$ cat config.mk
export PLATFORM = sky130hd
export DESIGN_NAME = acs_core
export DESIGN_NICKNAME = d
export VERILOG_FILES = /design/src/core/acs_pkg.sv /design/src/core/acs_core.sv
export SDC_FILE = /design/constraint.sdc
export NUM_CORES = 1
export LEC_CHECK = 0
export BUFFER_PORTS_ARGS = -buffer_cell sky130_fd_sc_hd__buf_2
export CAP_MARGIN = 20
export CORE_MARGIN = 2
export CORE_UTILIZATION = 55
export DETAILED_ROUTE_END_ITERATION = 10
export PLACE_DENSITY_LB_ADDON = 0.2
export SYNTH_ARGS = -nofsm -noshare
export SYNTH_HDL_FRONTEND = slang
export SYNTH_SLANG_ARGS = --single-unit
export TNS_END_PERCENT = 100
$ cat constraint.sdc
create_clock -name mclk -period 15.4 [get_ports mclk]
set_input_delay 3.85 -clock mclk [delete_from_list [all_inputs] [get_ports mclk]]
set_output_delay 3.85 -clock mclk [all_outputs]
set_load 0.02 [all_outputs]
$ cat src/core/acs_pkg.sv
/*
 * acs_pkg: offsets, field positions, reset values and carriers for the
 * channel/setup register bank and sequencer.
 * Assumes a word-level register port from the serial front end.
 */
package acs_pkg;
    // ----------------------------------------
    // register offsets
    // ----------------------------------------
    localparam logic [5:0] OFS_CTRL   = 6'h01;
    localparam logic [5:0] OFS_DIAGEN = 6'h07;
    localparam logic [5:0] OFS_TALLY  = 6'h08;
    localparam logic [5:0] OFS_ROUTE0 = 6'h09;
    localparam logic [5:0] OFS_ROUTEF = 6'h18;
    localparam logic [5:0] OFS_SETUP0 = 6'h19;
    localparam logic [5:0] OFS_SETUP7 = 6'h20;
    // ----------------------------------------
    // reset values and writable masks
    // ----------------------------------------
    localparam logic [15:0] CTRL_RST    = 16'h0000;
    localparam logic [15:0] CTRL_MASK   = 16'h1FFF;
    localparam logic [23:0] DIAGEN_RST  = 24'h000040;
    localparam logic [23:0] DIAGEN_MASK = 24'h7FFFFF;
    localparam logic [23:0] FLAG_MASK   = 24'h0FFAFF;
    localparam logic [7:0]  TALLY_RST   = 8'h00;
    localparam logic [15:0] ROUTE0_RST  = 16'h8001;
    localparam logic [15:0] ROUTE_RST   = 16'h0001;
    localparam logic [15:0] ROUTE_MASK  = 16'hF3FF;
    localparam logic [15:0] SETUP_RST   = 16'h0860;
    localparam logic [15:0] SETUP_MASK  = 16'h0FFF;
    // ----------------------------------------
    // field positions
    // ----------------------------------------
    localparam int RT_EN    = 15;
    localparam int RT_SET   = 12;
    localparam int RT_POS   = 5;
    localparam int RT_NEG   = 0;
    localparam int ST_BIP   = 11;
    localparam int ST_BUFP  = 6;
    localparam int ST_BUFM  = 5;
    localparam int ST_GAIN  = 0;
    localparam int CT_MODE  = 2;
    localparam int DE_TALLY = 22;
    localparam logic [3:0] MODE_CONT = 4'h0;

    typedef struct packed {
        logic        wr;
        logic        rd;
        logic [5:0]  addr;
        logic [23:0] wdata;
    } acs_req_t;

    typedef struct packed {
        logic        wr;
        logic        is_gain;
        logic [2:0]  setup;
        logic [23:0] coef;
    } acs_cal_t;
endpackage

$ cat src/core/acs_core.sv
/*
 * acs_core: control, diagnostic enable, clock tally, sixteen input routes,
 * eight setups, ascending channel sequencer and calibration write-back.
 * Assumes the serial front end presents one word access per cycle and the
 * modulator reports conversion and calibration completion as pulses.
 */
// Function
// sixteen route registers: enable, setup, pos, neg
// route top bit includes pairing in conversion
// sequencer ascends enabled routes, wraps to lowest
// each route picks one of eight setups
// calibration coefficient written to route's setup
// five-bit positive and negative input selects
// unity gain: buffers follow separate bits
// gain above one forces both buffers on
// unity gain powers down, bypasses amplifier
// eight setup registers, reset 0x0860
// diagnostic enable register, reset 0x000040
// read-only clock tally, reset zero
// sixteen-bit control register, reset zero
// enabled flags OR into summary error
// tally counts master clock pulses
// bipolar selects offset binary, else straight
// route zero resets to 0x8001
// skip disabled routes, repeat single one
`timescale 1ns/1ps
module acs_core
    import acs_pkg::*;
#(
    parameter int NROUTE = 16,
    parameter int NSETUP = 8
) (
    input  wire logic        mclk,
    input  wire logic        rst_n,
    input  wire acs_req_t    req,
    input  wire logic        conv_done,
    input  wire logic        cal_done,
    input  wire logic        cal_is_gain,
    input  wire logic [23:0] cal_coef,
    input  wire logic [23:0] diag_flags,
    output logic [23:0]      rdata_q,
    output logic             rvalid_q,
    output logic [3:0]       route_q,
    output logic [4:0]       positive_input_select_q,
    output logic [4:0]       negative_input_select_q,
    output logic [2:0]       setup_q,
    output logic [2:0]       gain_select_q,
    output logic             positive_buffer_on_q,
    output logic             negative_buffer_on_q,
    output logic             amp_on_q,
    output logic             offset_binary_q,
    output logic             err_q,
    output acs_cal_t         cal_q
);
    // ----------------------------------------
    // storage
    // ----------------------------------------
    logic [15:0] ctrl_q;
    logic [23:0] diagen_q;
    logic [7:0]  tally_q;
    logic [15:0] rt_q [NROUTE];
    logic [15:0] st_q [NSETUP];
    logic        wr_rt;
    logic        wr_st;
    logic [3:0]  rt_idx;
    logic [2:0]  st_idx;
    logic [15:0] cur_rt;
    logic [15:0] cur_st;
    logic [2:0]  gain;
    logic        converting;
    logic [NROUTE-1:0] en_vec;

    assign rt_idx = 4'(req.addr - OFS_ROUTE0);
    assign st_idx = 3'(req.addr - OFS_SETUP0);
    assign wr_rt  = req.wr && req.addr >= OFS_ROUTE0 && req.addr <= OFS_ROUTEF;
    assign wr_st  = req.wr && req.addr >= OFS_SETUP0 && req.addr <= OFS_SETUP7;
    assign cur_rt = rt_q[route_q];
    assign cur_st = st_q[cur_rt[RT_SET+:3]];
    assign gain   = cur_st[ST_GAIN+:3];
    assign converting = ctrl_q[CT_MODE+:4] == MODE_CONT;

    always_comb begin
        for (int i = 0; i < NROUTE; i++) begin
            en_vec[i] = rt_q[i][RT_EN];
        end
    end

    // next enabled route above cur, wrapping; holds if none enabled
    function automatic logic [3:0] next_route(input logic [NROUTE-1:0] en, input logic [3:0] cur);
        logic [3:0] n;
        logic [3:0] res;
        logic       hit;
        res = cur;
        hit = 1'b0;
        for (int k = 1; k <= NROUTE; k++) begin
            n = 4'(cur + 4'(k));
            if (!hit && en[n]) begin
                res = n;
                hit = 1'b1;
            end
        end
        return res;
    endfunction

    // ----------------------------------------
    // control and diagnostic enable
    // ----------------------------------------
    always_ff @(posedge mclk or negedge rst_n) begin
        if (!rst_n) begin
            ctrl_q <= CTRL_RST;
        end else if (req.wr && req.addr == OFS_CTRL) begin
            ctrl_q <= req.wdata[15:0] & CTRL_MASK;
        end
    end

    always_ff @(posedge mclk or negedge rst_n) begin
        if (!rst_n) begin
            diagen_q <= DIAGEN_RST;
        end else if (req.wr && req.addr == OFS_DIAGEN) begin
            diagen_q <= req.wdata & DIAGEN_MASK;
        end
    end

    // ----------------------------------------
    // clock tally: host writes ignored
    // ----------------------------------------
    always_ff @(posedge mclk or negedge rst_n) begin
        if (!rst_n) begin
            tally_q <= TALLY_RST;
        end else if (diagen_q[DE_TALLY]) begin
            tally_q <= tally_q + 8'h01;
        end
    end

    // ----------------------------------------
    // route and setup banks
    // ----------------------------------------
    always_ff @(posedge mclk or negedge rst_n) begin
        if (!rst_n) begin
            for (int i = 0; i < NROUTE; i++) begin
                rt_q[i] <= (i == 0) ? ROUTE0_RST : ROUTE_RST;
            end
        end else if (wr_rt) begin
            rt_q[rt_idx] <= req.wdata[15:0] & ROUTE_MASK;
        end
    end

    always_ff @(posedge mclk or negedge rst_n) begin
        if (!rst_n) begin
            for (int i = 0; i < NSETUP; i++) begin
                st_q[i] <= SETUP_RST;
            end
        end else if (wr_st) begin
            st_q[st_idx] <= req.wdata[15:0] & SETUP_MASK;
        end
    end

    // ----------------------------------------
    // read port: unmapped offsets read zero
    // ----------------------------------------
    always_ff @(posedge mclk or negedge rst_n) begin
        if (!rst_n) begin
            rdata_q  <= 24'h000000;
            rvalid_q <= 1'b0;
        end else begin
            rvalid_q <= req.rd;
            if (req.rd) begin
                if (req.addr == OFS_CTRL) begin
                    rdata_q <= {8'h00, ctrl_q};
                end else if (req.addr == OFS_DIAGEN) begin
                    rdata_q <= diagen_q;
                end else if (req.addr == OFS_TALLY) begin
                    rdata_q <= {16'h0000, tally_q};
                end else if (req.addr >= OFS_ROUTE0 && req.addr <= OFS_ROUTEF) begin
                    rdata_q <= {8'h00, rt_q[rt_idx]};
                end else if (req.addr >= OFS_SETUP0 && req.addr <= OFS_SETUP7) begin
                    rdata_q <= {8'h00, st_q[st_idx]};
                end else begin
                    rdata_q <= 24'h000000;
                end
            end
        end
    end

    // ----------------------------------------
    // sequencer
    // ----------------------------------------
    always_ff @(posedge mclk or negedge rst_n) begin
        if (!rst_n) begin
            route_q <= 4'h0;
        end else if (converting && conv_done) begin
            route_q <= next_route(en_vec, route_q);
        end
    end

    // ----------------------------------------
    // front-end steering, registered
    // ----------------------------------------
    always_ff @(posedge mclk or negedge rst_n) begin
        if (!rst_n) begin
            positive_input_select_q <= 5'h00;
            negative_input_select_q <= 5'h00;
            setup_q                 <= 3'h0;
            gain_select_q           <= 3'h0;
            positive_buffer_on_q    <= 1'b0;
            negative_buffer_on_q    <= 1'b0;
            amp_on_q                <= 1'b0;
            offset_binary_q         <= 1'b0;
        end else begin
            positive_input_select_q <= cur_rt[RT_POS+:5];
            negative_input_select_q <= cur_rt[RT_NEG+:5];
            setup_q                 <= cur_rt[RT_SET+:3];
            gain_select_q           <= gain;
            positive_buffer_on_q    <= (gain != 3'h0) || cur_st[ST_BUFP];
            negative_buffer_on_q    <= (gain != 3'h0) || cur_st[ST_BUFM];
            amp_on_q                <= gain != 3'h0;
            offset_binary_q         <= cur_st[ST_BIP];
        end
    end

    // ----------------------------------------
    // error summary and calibration write-back
    // ----------------------------------------
    always_ff @(posedge mclk or negedge rst_n) begin
        if (!rst_n) begin
            err_q <= 1'b0;
        end else begin
            err_q <= |(diag_flags & diagen_q & FLAG_MASK);
        end
    end

    // coefficient lands in the setup of the route being converted
    always_ff @(posedge mclk or negedge rst_n) begin
        if (!rst_n) begin
            cal_q <= '0;
        end else begin
            cal_q.wr      <= cal_done;
            cal_q.is_gain <= cal_is_gain;
            cal_q.setup   <= cur_rt[RT_SET+:3];
            cal_q.coef    <= cal_coef;
        end
    end
endmodule

==> impl_metrics.toml <==
[clock_tree]
cts_tree = "yes"
cts_hold_buf = 0
cts.sinks = 439
cts.clk_slew.worst_paths_ns = 0.06
cts_buffer_depth = 3
insertion_delay_ns = 0.59
cts_setup_buffers = 0
root_buffer = "clkbuf_16"
cts_inserted_buffers = 47
htreeDepth = 2
ctsResizeCount = 0

[floorplan]
rows = 73
dieWidth_um = 204.6
dieArea_um2 = 41860
die_y_um = 204.6
initial_core_util_pct = 55.70
ios = 164
core_um2 = 39730

[cells_and_area]
drive_gt1_share_pct = 43.84
area_growth_pct = 13.08
fin_nets = 1894

[synth]
synth-edff-count = 0
ys_seq_elements = 439
synth_cells = 1697
syn_area_um2 = 22130
yosysWarnings = 0
netlist.area_leader.share_pct = 44.89
syn_area_per_cell_um2 = 13.04
synth_top_area_cell = "dfrtp_1"
synth_area_leaders = "dfrtp_1 45%, mux2_2 19%, mux4_2 9.7%"
syn_nets = 1796
ys_async_sr_fraction_pct = 100.0
synth_seq_area_share_pct = 49.88
synth_cell_types = 67
ys.flop_type = "dfrtp_1"

[worst_setup_path]
crit_type = "input port to register"
critPathSlowestCell = "o21ai_0"
r2r_start = "route_q[0]"
crit_path_start_kind = "input port"
reg2regPathDepth = 11
worstPathCellList = "buf_2 > inv_1 > ha_1 > xnor2_1 > nor2_1 > buf_4 > a22o_1 > a221oi_1 > a31oi_1 > o21ai_0 > a31oi_1 > a221oi_1 > a21oi_1"
worstPathArrival_ns = 8.35
max_stage_delay_ns = 0.88
worstPathMaxFanout = 14
critical_path.startpoint = "req[24]"
cp-end-kind = "register"
crit_required_ns = 15.85

[global_route]
gr-usage-all-layers_pct = 30.95
grt_start_max_net_pins = 166
grt_util_met1_pct = 44.78
grt_pass1_vias = 15930
antenna_found_initial = 5
grtUsageMet3_pct = 5.075
grtUsageMet2_pct = 46.68
gr-max-usage-layer = "met2"
grt-ovfl-total = 0
grt_pass1_wl_mm = 97.59

[timing]
slew_headroom_pct = 24.48
hold_viol = 0
slew_viol_final = 0
period_needed_ns = 7.905
worst_pin_slew_ns = 1.130
whs_ns = 0.4739
fin_skew_ns = 0.02101
setup_tns_ns = 0
setup_viol = 0
max_freq_mhz = 126.5
fin_crit_sh_pct = 51.33
grt_setup_unrepaired = "false"

[routing]
drtIter0Drc = 1710
vias_per_cell = 6.731
antenna_left = 0
wire_per_inst_um = 27.15
drc = 0
dr.pass1.iters = 5
drt-total-wl_mm = 64.15
dr_total_vias = 15910

[worst_hold_path]
hp-start = "tally_q[7]"
min_path_type = "register to register"
hold_depth = 1

[power]
cellLeakagePower_nw = 11.22
ir_drop_uv = 146.9
power.density_nw_per_um2 = 181.1

[place]
place.gp.congestion = 0.8973
port_buffers = 155
dp_hpwl_mm = 39.94

[run_status]
status = "completed"

[flow_run]
maxCapViolCount = 0
-- worst max-delay path: cells and delay by family --
family,cells,cell delay (ns)
compound gates,7,2.14
xor+xnor,1,0.85
buf+inv,3,0.75
simple gates,1,0.47
fa+ha+maj,1,0.27
-- state kept, by name, indices dropped and copies added (netlist names), 3 cells and up --
name	count
rdata_q	23
rt_q	208
tally_q	8
en_vec	16
st_q	96
gain_select_q	3
ctrl_q	13
diagen_q	23
cal_q	29
route_q	4
negative_input_select_q	5
positive_input_select_q	5
-- report_power, final --
part | total (mW) | leakage [nW] | switching [mW] | internal [mW]
Clock | 1.19 | 0.829 | 0.473 | 0.721
Combinational | 1.76 | 4.77 | 0.957 | 0.802
Sequential | 1.58 | 5.62 | 0.197 | 1.38
-- synthesized netlist by cell type (5+ instances only) --
cell,n
buf_4,6
nor2_1,57
nor3_1,19
ha_1,14
inv_1,16
a41oi_1,7
dfrtp_1,397
nand4_1,12
a22oi_1,61
nand2_1,92
a21oi_1,33
xnor2_1,16
a221o_1,8
mux4_2,95
buf_1,29
mux2i_1,26
a22o_1,19
clkbuf_1,95
a31oi_1,20
xor2_1,7
o21ai_0,27
a221oi_1,23
buf_2,7
nand3_1,15
o22ai_1,83
dfstp_2,42
mux2_2,375
nand2b_1,5
nor4_1,17
-- cells in the final DEF (no fill, tap or decap), types with 5 or more instances in the layout --
cell type  instances
buf_2            154
nand2_1           92
nand2b_1           5
a221o_1            8
nand4_1           12
xnor2_1           15
mux2i_1           26
nor3_1            12
mux4_2            95
nand3_1           15
nor4_1            17
clkbuf_8          17
nor2_1            57
clkbuf_1           7
ha_1              14
clkinv_2           9
a21oi_1           33
xor2_1             7
dfrtp_1          395
a41oi_1            7
dfstp_2           42
a22oi_1           61
a22o_1            19
inv_1             16
clkbuf_16         48
a221oi_1          23
mux2_2           375
buf_4             30
a31oi_1           20
o22ai_1           83
o21ai_0           27
nor3_2             8
-- cell families after synthesis --
| family | after synthesis | synth area share [%] |
|---|---|---|
| muxes | 498 | 30.09 |
| buffers and inverters | 158 | 2.923 |
| xor gates and xnor gates | 24 | 0.9838 |
| other | 1 | 0.01695 |
| DFF | 439 | 49.88 |
| AOI/OAI and AO/OA | 315 | 9.951 |
| and+or+nand+nor | 248 | 5.365 |
| adders and majority gates | 14 | 0.7916 |
-- per-stage QoR --
stage | power (mW) | area [um^2] | instances | setup WS (ns) | utilization (%)
final | 4.532 | 25030 | 2363 | 7.495 | 62.99
after global routing | 4.766 | 25020 | 2360 | 7.296 | 62.97
after CTS | 4.538 | 24950 | 2356 | 7.704 | 62.79
after detailed placement | 3.331 | 23290 | 2268 | 7.087 | 58.61
after global placement | 3.306 | 23290 | 2268 | 7.092 | 58.61
after floorplan | 2.879 | 22130 | 1697 | 8.878 | -
-- final timing paths --
path                            slack [ns]         end
worst max-delay path                  7.50  rdata_q[5]
worst min-delay path                  0.47  tally_q[7]
worst max register to register       10.63  route_q[2]
worst min register to register        0.47  tally_q[7]
max in group asynchronous            10.40    st_q[26]
min in group asynchronous             3.41  route_q[1]
-- routing by layer --
layer  part of all wire, %  vias up
met4                   3.6        2
met5                 0.023        -
li1                      -     6703
met2                    46      827
met1                    42     8217
met3                   8.5      157
-- final cells by class --
class | count | area [um^2]
fill | 3024 | 14710
sequential | 439 | 11050
multi-input combinational | 1100 | 10490
clock buffer | 72 | 1461
timing repair buffer | 189 | 1097
tap | 525 | 656.9
clock inverter | 16 | 198.9
inverter | 18 | 67.56
antenna | 4 | 10.01
Note: power is estimated with default switching activity, not from simulation.
